## config.mk

```make
export PLATFORM = sky130hd
export DESIGN_NAME = tpm_pin_mode
export DESIGN_NICKNAME = d
export VERILOG_FILES = /design/src/rtl/tpm_pin_mode.v /design/src/rtl/tpm_sync2.v /design/src/rtl/tpm_channel.v
export VERILOG_INCLUDE_DIRS = /design/src /design/src/include
export SDC_FILE = /design/constraint.sdc
export NUM_CORES = 1
export LEC_CHECK = 0
export BUFFER_PORTS_ARGS = -buffer_cell sky130_fd_sc_hd__buf_2
export CAP_MARGIN = 20
export CELL_PAD_IN_SITES_DETAIL_PLACEMENT = 1
export CELL_PAD_IN_SITES_GLOBAL_PLACEMENT = 2
export CORE_MARGIN = 8
export CORE_UTILIZATION = 34
export DETAILED_ROUTE_END_ITERATION = 12
export HOLD_SLACK_MARGIN = 0.06
export PLACE_DENSITY_LB_ADDON = 0.1
export SLEW_MARGIN = 20
export SYNTH_ARGS = -nofsm -noshare
export SYNTH_HDL_FRONTEND = slang
export SYNTH_SLANG_ARGS = --single-unit
```

## constraint.sdc

```tcl
create_clock -name clk -period 2.66 [get_ports clk]
set_input_delay 0.399 -clock clk [delete_from_list [all_inputs] [get_ports clk]]
set_output_delay 0.399 -clock clk [all_outputs]
set_load 0.02 [all_outputs]
```

## src/include/tpm_consts.vh

```
// constants and register map for the timer pin mode control block
// Summary of operation
// - top bit clear: compare; 00 keeps pin, 01 drives low; bit2 sets initial level
// - compare mode low bits 10 drive pin high on match; bit2 gives initial level
// - compare mode low bits 11 toggle pin on match from initial level
// - top bit set, low bits 00: capture counter on rising pin edge
// - top bit set, low bits 01: capture counter on falling pin edge
// - top bit set, bit1 set: capture on both edges, bit0 ignored
// - channel 0 only: codes 11xx take channel 1 count clock as capture source
// - with that source, capture whenever channel 1 counter counts up or down
// - after reset each pin outputs low until its mode field is first written
// - buffer bit set: no capture or compare events; a mode write still loads pin enable and initial level
`ifndef TPM_CONSTS_VH
`define TPM_CONSTS_VH
`define TPM_OFF_CH4_MODE_LOW 12'h000
`define TPM_OFF_CH0_MODE_HIGH 12'h004
`define TPM_OFF_CH0_MODE_LOW 12'h008
`define TPM_OFF_BUFFER_CTRL 12'h00C
`define TPM_OFF_CAP_CH4D 12'h010
`define TPM_OFF_CAP_CH0A 12'h014
`define TPM_OFF_CAP_CH0C 12'h018
`define TPM_OFF_CMP_CH4D 12'h01C
`define TPM_OFF_CMP_CH0A 12'h020
`define TPM_OFF_CMP_CH0C 12'h024
`define TPM_OFF_PIN_STATE 12'h028
`define TPM_FLD_HI_MSB 7
`define TPM_FLD_HI_LSB 4
`define TPM_FLD_LO_MSB 3
`define TPM_FLD_LO_LSB 0
`define TPM_MODE_RESET 8'h00
`define TPM_FLD_CAPTURE 3
`define TPM_FLD_LEVEL 2
`define TPM_FLD_SRC 2
`define TPM_FLD_BOTH 1
`define TPM_ACT_KEEP 2'h0
`define TPM_ACT_LOW 2'h1
`define TPM_ACT_HIGH 2'h2
`define TPM_ACT_TOGGLE 2'h3
`define TPM_BUF_FIRST 0
`define TPM_BUF_SECOND 1
`endif

```

## src/rtl/tpm_pin_mode.v

```verilog
// top: APB registers and three pin channels of the timer pin mode control
`include "tpm_consts.vh"
`timescale 1ns/10ps
module tpm_pin_mode #(
  parameter WIDTH = 16
) (
  // clocking
  input wire clk,
  input wire rst,
  input wire clkEn,
  // apb slave
  input wire psel,
  input wire penable,
  input wire pwrite,
  input wire [11:0] paddr,
  input wire [31:0] pwdata,
  output reg [31:0] prdata,
  output reg pready,
  output reg pslverr,
  // timer counters and tick from the rest of the unit
  input wire [WIDTH-1:0] ch4Counter,
  input wire [WIDTH-1:0] ch0Counter,
  input wire ch1CountTick,
  // pins
  input wire ch4PinDIn,
  input wire ch0PinAIn,
  input wire ch0PinCIn,
  output reg ch4PinDOut,
  output reg ch4PinDOe,
  output reg ch0PinAOut,
  output reg ch0PinAOe,
  output reg ch0PinCOut,
  output reg ch0PinCOe
);
  // ------------------------------------------------------------
  // register file
  // ------------------------------------------------------------
  reg [7:0] ch4PinModeLow;
  reg [7:0] ch0PinModeHigh;
  reg [7:0] ch0PinModeLow;
  reg [1:0] bufferCtrl;
  reg [WIDTH-1:0] cmpD4;
  reg [WIDTH-1:0] cmpA0;
  reg [WIDTH-1:0] cmpC0;
  wire [WIDTH-1:0] capD4;
  wire [WIDTH-1:0] capA0;
  wire [WIDTH-1:0] capC0;
  wire [2:0] pinOut;
  wire [2:0] pinOe;
  wire [2:0] pinSync;
  wire [2:0] pinRaw = {ch0PinCIn, ch0PinAIn, ch4PinDIn};
  // only the rising handshake edge writes; pready is high in the access phase
  wire wrEn = psel & penable & pwrite & pready;
  wire wrD4 = wrEn && (paddr == `TPM_OFF_CH4_MODE_LOW);
  wire wrA0 = wrEn && (paddr == `TPM_OFF_CH0_MODE_HIGH);
  wire wrC0 = wrEn && (paddr == `TPM_OFF_CH0_MODE_LOW);
  function known;
    input [11:0] a;
    begin
      known = (a == `TPM_OFF_CH4_MODE_LOW) || (a == `TPM_OFF_CH0_MODE_HIGH) ||
              (a == `TPM_OFF_CH0_MODE_LOW) || (a == `TPM_OFF_BUFFER_CTRL) ||
              (a == `TPM_OFF_CAP_CH4D) || (a == `TPM_OFF_CAP_CH0A) ||
              (a == `TPM_OFF_CAP_CH0C) || (a == `TPM_OFF_CMP_CH4D) ||
              (a == `TPM_OFF_CMP_CH0A) || (a == `TPM_OFF_CMP_CH0C) ||
              (a == `TPM_OFF_PIN_STATE);
    end
  endfunction
  reg [31:0] next_prdata;
  always @*
  begin
    next_prdata = 32'h00000000;
    case (paddr)
      `TPM_OFF_CH4_MODE_LOW: next_prdata[7:0] = ch4PinModeLow;
      `TPM_OFF_CH0_MODE_HIGH: next_prdata[7:0] = ch0PinModeHigh;
      `TPM_OFF_CH0_MODE_LOW: next_prdata[7:0] = ch0PinModeLow;
      `TPM_OFF_BUFFER_CTRL: next_prdata[1:0] = bufferCtrl;
      `TPM_OFF_CAP_CH4D: next_prdata[WIDTH-1:0] = capD4;
      `TPM_OFF_CAP_CH0A: next_prdata[WIDTH-1:0] = capA0;
      `TPM_OFF_CAP_CH0C: next_prdata[WIDTH-1:0] = capC0;
      `TPM_OFF_CMP_CH4D: next_prdata[WIDTH-1:0] = cmpD4;
      `TPM_OFF_CMP_CH0A: next_prdata[WIDTH-1:0] = cmpA0;
      `TPM_OFF_CMP_CH0C: next_prdata[WIDTH-1:0] = cmpC0;
      `TPM_OFF_PIN_STATE: next_prdata[5:0] = {pinOe, pinOut};
      default: next_prdata = 32'h00000000;
    endcase
  end
  always @(posedge clk)
  begin
    if (rst)
    begin
      ch4PinModeLow <= `TPM_MODE_RESET;
      ch0PinModeHigh <= `TPM_MODE_RESET;
      ch0PinModeLow <= `TPM_MODE_RESET;
      bufferCtrl <= 2'h0;
      cmpD4 <= {WIDTH{1'b0}};
      cmpA0 <= {WIDTH{1'b0}};
      cmpC0 <= {WIDTH{1'b0}};
      prdata <= 32'h00000000;
      pready <= 1'b0;
      pslverr <= 1'b0;
    end
    else if (clkEn)
    begin
      // one wait state: pready rises in the second access cycle
      pready <= psel & penable & ~pready;
      pslverr <= psel & penable & ~pready & ~known(paddr);
      prdata <= next_prdata;
      if (wrD4)
        ch4PinModeLow <= {pwdata[`TPM_FLD_LO_MSB:`TPM_FLD_LO_LSB], 4'h0};
      if (wrA0)
        ch0PinModeHigh <= {4'h0, pwdata[`TPM_FLD_LO_MSB:`TPM_FLD_LO_LSB]};
      if (wrC0)
        ch0PinModeLow <= {4'h0, pwdata[`TPM_FLD_LO_MSB:`TPM_FLD_LO_LSB]};
      if (wrEn && paddr == `TPM_OFF_BUFFER_CTRL)
        bufferCtrl <= pwdata[1:0];
      if (wrEn && paddr == `TPM_OFF_CMP_CH4D)
        cmpD4 <= pwdata[WIDTH-1:0];
      if (wrEn && paddr == `TPM_OFF_CMP_CH0A)
        cmpA0 <= pwdata[WIDTH-1:0];
      if (wrEn && paddr == `TPM_OFF_CMP_CH0C)
        cmpC0 <= pwdata[WIDTH-1:0];
    end
  end
  // ------------------------------------------------------------
  // pin synchronisers
  // ------------------------------------------------------------
  genvar gi;
  generate
    for (gi = 0; gi < 3; gi = gi + 1)
    begin : gSync
      tpm_sync2 uSync (
        .clk(clk),
        .rst(rst),
        .clkEn(clkEn),
        .din(pinRaw[gi]),
        .dout(pinSync[gi])
      );
    end
  endgenerate
  // ------------------------------------------------------------
  // channels
  // ------------------------------------------------------------
  // mode fields go in straight from pwdata so the write cycle loads the initial level
  tpm_channel #(.WIDTH(WIDTH), .ALT_SRC(0)) uChD4 (
    .clk(clk), .rst(rst), .clkEn(clkEn),
    .mode(wrD4 ? pwdata[`TPM_FLD_LO_MSB:`TPM_FLD_LO_LSB] : ch4PinModeLow[`TPM_FLD_HI_MSB:`TPM_FLD_HI_LSB]),
    .modeWrite(wrD4),
    .bufferOn(bufferCtrl[`TPM_BUF_SECOND]),
    .counter(ch4Counter), .compareValue(cmpD4), .altTick(1'b0),
    .pinSync(pinSync[0]), .pinOut(pinOut[0]), .pinOe(pinOe[0]),
    .captured(capD4), .capturePulse()
  );
  tpm_channel #(.WIDTH(WIDTH), .ALT_SRC(1)) uChA0 (
    .clk(clk), .rst(rst), .clkEn(clkEn),
    .mode(wrA0 ? pwdata[`TPM_FLD_LO_MSB:`TPM_FLD_LO_LSB] : ch0PinModeHigh[`TPM_FLD_LO_MSB:`TPM_FLD_LO_LSB]),
    .modeWrite(wrA0),
    .bufferOn(1'b0),
    .counter(ch0Counter), .compareValue(cmpA0), .altTick(ch1CountTick),
    .pinSync(pinSync[1]), .pinOut(pinOut[1]), .pinOe(pinOe[1]),
    .captured(capA0), .capturePulse()
  );
  tpm_channel #(.WIDTH(WIDTH), .ALT_SRC(1)) uChC0 (
    .clk(clk), .rst(rst), .clkEn(clkEn),
    .mode(wrC0 ? pwdata[`TPM_FLD_LO_MSB:`TPM_FLD_LO_LSB] : ch0PinModeLow[`TPM_FLD_LO_MSB:`TPM_FLD_LO_LSB]),
    .modeWrite(wrC0),
    .bufferOn(bufferCtrl[`TPM_BUF_FIRST]),
    .counter(ch0Counter), .compareValue(cmpC0), .altTick(ch1CountTick),
    .pinSync(pinSync[2]), .pinOut(pinOut[2]), .pinOe(pinOe[2]),
    .captured(capC0), .capturePulse()
  );
  always @(posedge clk)
  begin
    if (rst)
    begin
      {ch4PinDOut, ch0PinAOut, ch0PinCOut} <= 3'h0;
      {ch4PinDOe, ch0PinAOe, ch0PinCOe} <= 3'h7;
    end
    else if (clkEn)
    begin
      {ch0PinCOut, ch0PinAOut, ch4PinDOut} <= pinOut;
      {ch0PinCOe, ch0PinAOe, ch4PinDOe} <= pinOe;
    end
  end
endmodule

```

## src/rtl/tpm_sync2.v

```verilog
// two flip-flop synchroniser for pin inputs
`timescale 1ns/10ps
module tpm_sync2 (
  // clocking
  input wire clk,
  input wire rst,
  input wire clkEn,
  // data
  input wire din,
  output reg dout
);
  reg stage1;
  always @(posedge clk)
  begin
    if (rst)
    begin
      stage1 <= 1'b0;
      dout <= 1'b0;
    end
    else if (clkEn)
    begin
      stage1 <= din;
      dout <= stage1;
    end
  end
endmodule

```

## src/rtl/tpm_channel.v

```verilog
// one general register channel: compare output and capture
`include "tpm_consts.vh"
`timescale 1ns/10ps
module tpm_channel #(
  parameter WIDTH = 16,
  parameter ALT_SRC = 0
) (
  // clocking
  input wire clk,
  input wire rst,
  input wire clkEn,
  // control
  input wire [3:0] mode,
  input wire modeWrite,
  input wire bufferOn,
  input wire [WIDTH-1:0] counter,
  input wire [WIDTH-1:0] compareValue,
  input wire altTick,
  // pin
  input wire pinSync,
  output reg pinOut,
  output reg pinOe,
  // capture
  output reg [WIDTH-1:0] captured,
  output reg capturePulse
);
  reg pinPrev;
  reg written;
  wire isCapture = mode[`TPM_FLD_CAPTURE];
  wire useAlt = (ALT_SRC != 0) && mode[`TPM_FLD_SRC];
  wire rise = pinSync & ~pinPrev;
  wire fall = ~pinSync & pinPrev;
  wire match = (counter == compareValue);
  reg edgeHit;
  always @*
  begin
    if (useAlt)
      edgeHit = altTick;
    else if (mode[`TPM_FLD_BOTH])
      edgeHit = rise | fall;
    else if (mode[0])
      edgeHit = fall;
    else
      edgeHit = rise;
  end
  always @(posedge clk)
  begin
    if (rst)
    begin
      pinPrev <= 1'b0;
      written <= 1'b0;
      pinOut <= 1'b0;
      pinOe <= 1'b1;
      captured <= {WIDTH{1'b0}};
      capturePulse <= 1'b0;
    end
    else if (clkEn)
    begin
      pinPrev <= pinSync;
      capturePulse <= 1'b0;
      if (modeWrite)
      begin
        written <= 1'b1;
        pinOe <= ~mode[`TPM_FLD_CAPTURE];
        // a write reloads the initial level so a new mode starts clean
        pinOut <= ~mode[`TPM_FLD_CAPTURE] & mode[`TPM_FLD_LEVEL];
      end
      else if (!bufferOn && written)
      begin
        if (isCapture)
        begin
          if (edgeHit)
          begin
            captured <= counter;
            capturePulse <= 1'b1;
          end
        end
        else if (match)
        begin
          case (mode[1:0])
            `TPM_ACT_KEEP: pinOut <= pinOut;
            `TPM_ACT_LOW: pinOut <= 1'b0;
            `TPM_ACT_HIGH: pinOut <= 1'b1;
            `TPM_ACT_TOGGLE: pinOut <= ~pinOut;
            default: pinOut <= pinOut;
          endcase
        end
      end
    end
  end
endmodule

```

==> metrics.cfg <==
[place]
postPlaceCellArea_um2=9450
dp_slack_ns=0.0580
gp_congestion=0.886
detailed_place_hpwl_um=24100
dp.cells=1414
numPortBuffers=93

[timing]
fmax_mhz=427
setup_ws_ns=0.317
hold_slack_ns=0.204
rsz0062_at_grt=no
drv_slew=0
setup_tns_ns=0
tightest_slew_ns=0.986
skew_ns=0.0176
relSlewSlack=0.343
fin_crit_sh=0.881
setup_viol=0
finalCriticalPeriod_ns=2.34
hold_viol_final=0

[job]
maxCapViolCount=0

[pwr]
power_mw=5.32
internal-power_mw=3.87
p_clk_frac=0.483
p_comb_frac=0.084
vdd.ir_drop.worst_uv=277
p_leak_nw=3.51
switching_share=0.271
p_switching_mw=1.44
pwr_density_cell_nw_per_um2=528
seqPwrFrac=0.433

[grt]
grt_max_degree=50
grt_pass1_wl_um=50000
grt_pass1_vias=8179
overflow=0
track_usage=0.213
antenna_found_initial=1

[clock_network]
cts.sinks=152
ctsResizeCount=0
ctsHoldBuffers=0
htreeDepth=4
cts_setup_buffers=0
clk_transition_reported_paths_ns=0.08
cts_made_buffers=17
cts_root_buf=clkbuf_16
cts_tree=yes
cts_buffer_depth=2
insertion_delay_ns=0.44

[min_path]
hold_path_end=gSync[2].uSync.stage1
hold_depth=3
hold_path_class=in2reg
min_from=ch0PinCIn

[drt]
wirelength_um=32500
drt_iter0_drc=680
num_vias=8096
drtAntennaViolNets=0
drcViolationCount=0
viasPerCell=5.60
dr.pass1.iters=5
wl_per_cell_um=22.5

[layout]
instances_no_fill=1446
layout_common_cells=nand2_1, dfxtp_1, buf_2
finish.instance_area_um2=10100
diodes=0
n_fill_cell=2872
final_nets=1201
area_growth_pct=19.6
finish.utilization=0.414
final_layout_size_suffix_gt1_frac=0.193

[synth]
synth-async-reset-ratio=0
yosys_warnings=0
synth_edf_count=0
synth_flop_cell=dfxtp_1
netlist_instances=1027
synth-seq-cells=152
seq_area_frac_synth=0.362
syn-cell-area_um2=8410
yosysUniqueCellTypes=65
syn_area_per_cell_um2=8.19

[floorplanning]
core_region_area_um2=24300
die_area_um2=30000
fp.dieW_um=173
num_rows=57
start_util=0.346
die_y_um=173
ios=126

[outcome]
status=finished, final reports clean

[critical_path]
crit_type=reg2reg
cpPeakStageDelay_ns=0.56
crit_arrival_ns=2.66
cp_max_fo=7
cp-end-kind=register
crit_required_ns=2.98
worstRegToRegCells=5
timing.rr.end=uChC0.pinOut
r2r_slack_ns=0.32
crit_chain=nand4_2 > or2_2 > or3_1 > o31a_1 > mux2_2
start_kind=register
reg2reg_from=pready
cp_slowest_cell=or3_1

[power by group through the flow]
stage / combinational [mW] / sequential, mW / clock, mW
detailed placement: 0.444 / 2.36 / 0
global placement: 0.445 / 2.36 / 0
floorplan: 0.239 / 2.37 / 0
CTS: 0.446 / 2.30 / 2.62
global route: 0.478 / 2.30 / 2.71
finish: 0.446 / 2.30 / 2.57
[area by class of cell]
cell class	instances	area, µm²	area share
Multi-Input combinational cell	771	4900	0.487
Sequential cell	152	3040	0.302
Timing Repair Buffer	155	1060	0.105
Clock buffer	17	425	0.0423
Tap cell	324	405	0.0403
Clock inverter	15	183	0.0182
Inverter	12	45.0	0.00448
[critical path, delay by kind of cell (launching register included)]
| family | cells | cell delay (ns) |
|---|---|---|
| simple gates | 3 | 1.36 |
| mux | 1 | 0.27 |
| compound gates | 1 | 0.19 |
| flops | 1 | 0.40 |
[kinds of logic (layout without fill, tap and decap cells)]
family	after synthesis	after routing	share of synthesized area
flip-flops	152	152	0.362
other	1	16	0.000446
AND/OR/NAND/NOR	415	415	0.254
adder cells (fa/ha/maj)	6	6	0.00893
XOR/XNOR	48	48	0.0500
multiplexers	43	43	0.0564
AO/OA/AOI/OAI	243	243	0.202
buffers and inverters	119	199	0.0668
[worst max-delay path by stage]
stage | depth (start not counted) | from | slack, ns | end
finish | 5 | pready | 0.32 | uChC0.pinOut
CTS | 7 | gSync[0].uSync.dout | 0.26 | uChD4.captured[13]
floorplan | 8 | paddr[1] | 0.29 | uChA0.captured[13]
global route | 5 | pready | 0.21 | uChC0.pinOut
global placement | 8 | paddr[2] | 0.07 | uChD4.captured[15]
detailed placement | 8 | paddr[2] | 0.06 | uChD4.captured[12]
[synthesized netlist by cell type, types with 6 or more instances]
master	n	share of area
inv_1	11	0.0049
a21oi_1	76	0.045
o211ai_1	32	0.029
clkbuf_1	62	0.028
a211o_1	6	0.0062
xnor2_1	31	0.032
nand3b_1	6	0.0054
nand3_1	42	0.025
nor4_1	12	0.0089
a22oi_1	7	0.0062
a32oi_1	10	0.010
or4_1	36	0.032
mux2i_1	35	0.042
buf_2	14	0.0083
buf_1	9	0.0040
nor2b_1	23	0.017
nor3_1	13	0.0077
nand2_1	152	0.068
o21ai_0	29	0.017
ha_1	6	0.0089
nand4_1	8	0.0060
buf_4	18	0.016
nor2_1	62	0.028
o2111ai_1	33	0.034
nand2b_1	34	0.025
a222oi_1	8	0.0095
dfxtp_1	152	0.36
a311oi_1	15	0.016
xor2_1	17	0.018
[metal layers]
metal,global-route usage,vias to the layer above,part of all wire
met1,0.301,3993,0.49
met5,0,-,0
met4,0.0571,0,0.015
met2,0.338,199,0.46
li1,-,3878,-
met3,0.0253,26,0.043
[sequential cells by signal, indices dropped and copies added (netlist names), 2 cells and up]
name and cells:
cmpD4 16, cmpC0 16, uChA0.captured 16, ch0PinModeHigh 4
ch0PinModeLow 4, prdata 16, cmpA0 16, gSync.uSync.dout 3
uChC0.captured 16, uChD4.captured 16, gSync.uSync.stage1 3, bufferCtrl 2
ch4PinModeLow 4
No activity file was read; power rests on OpenSTA's default activity.
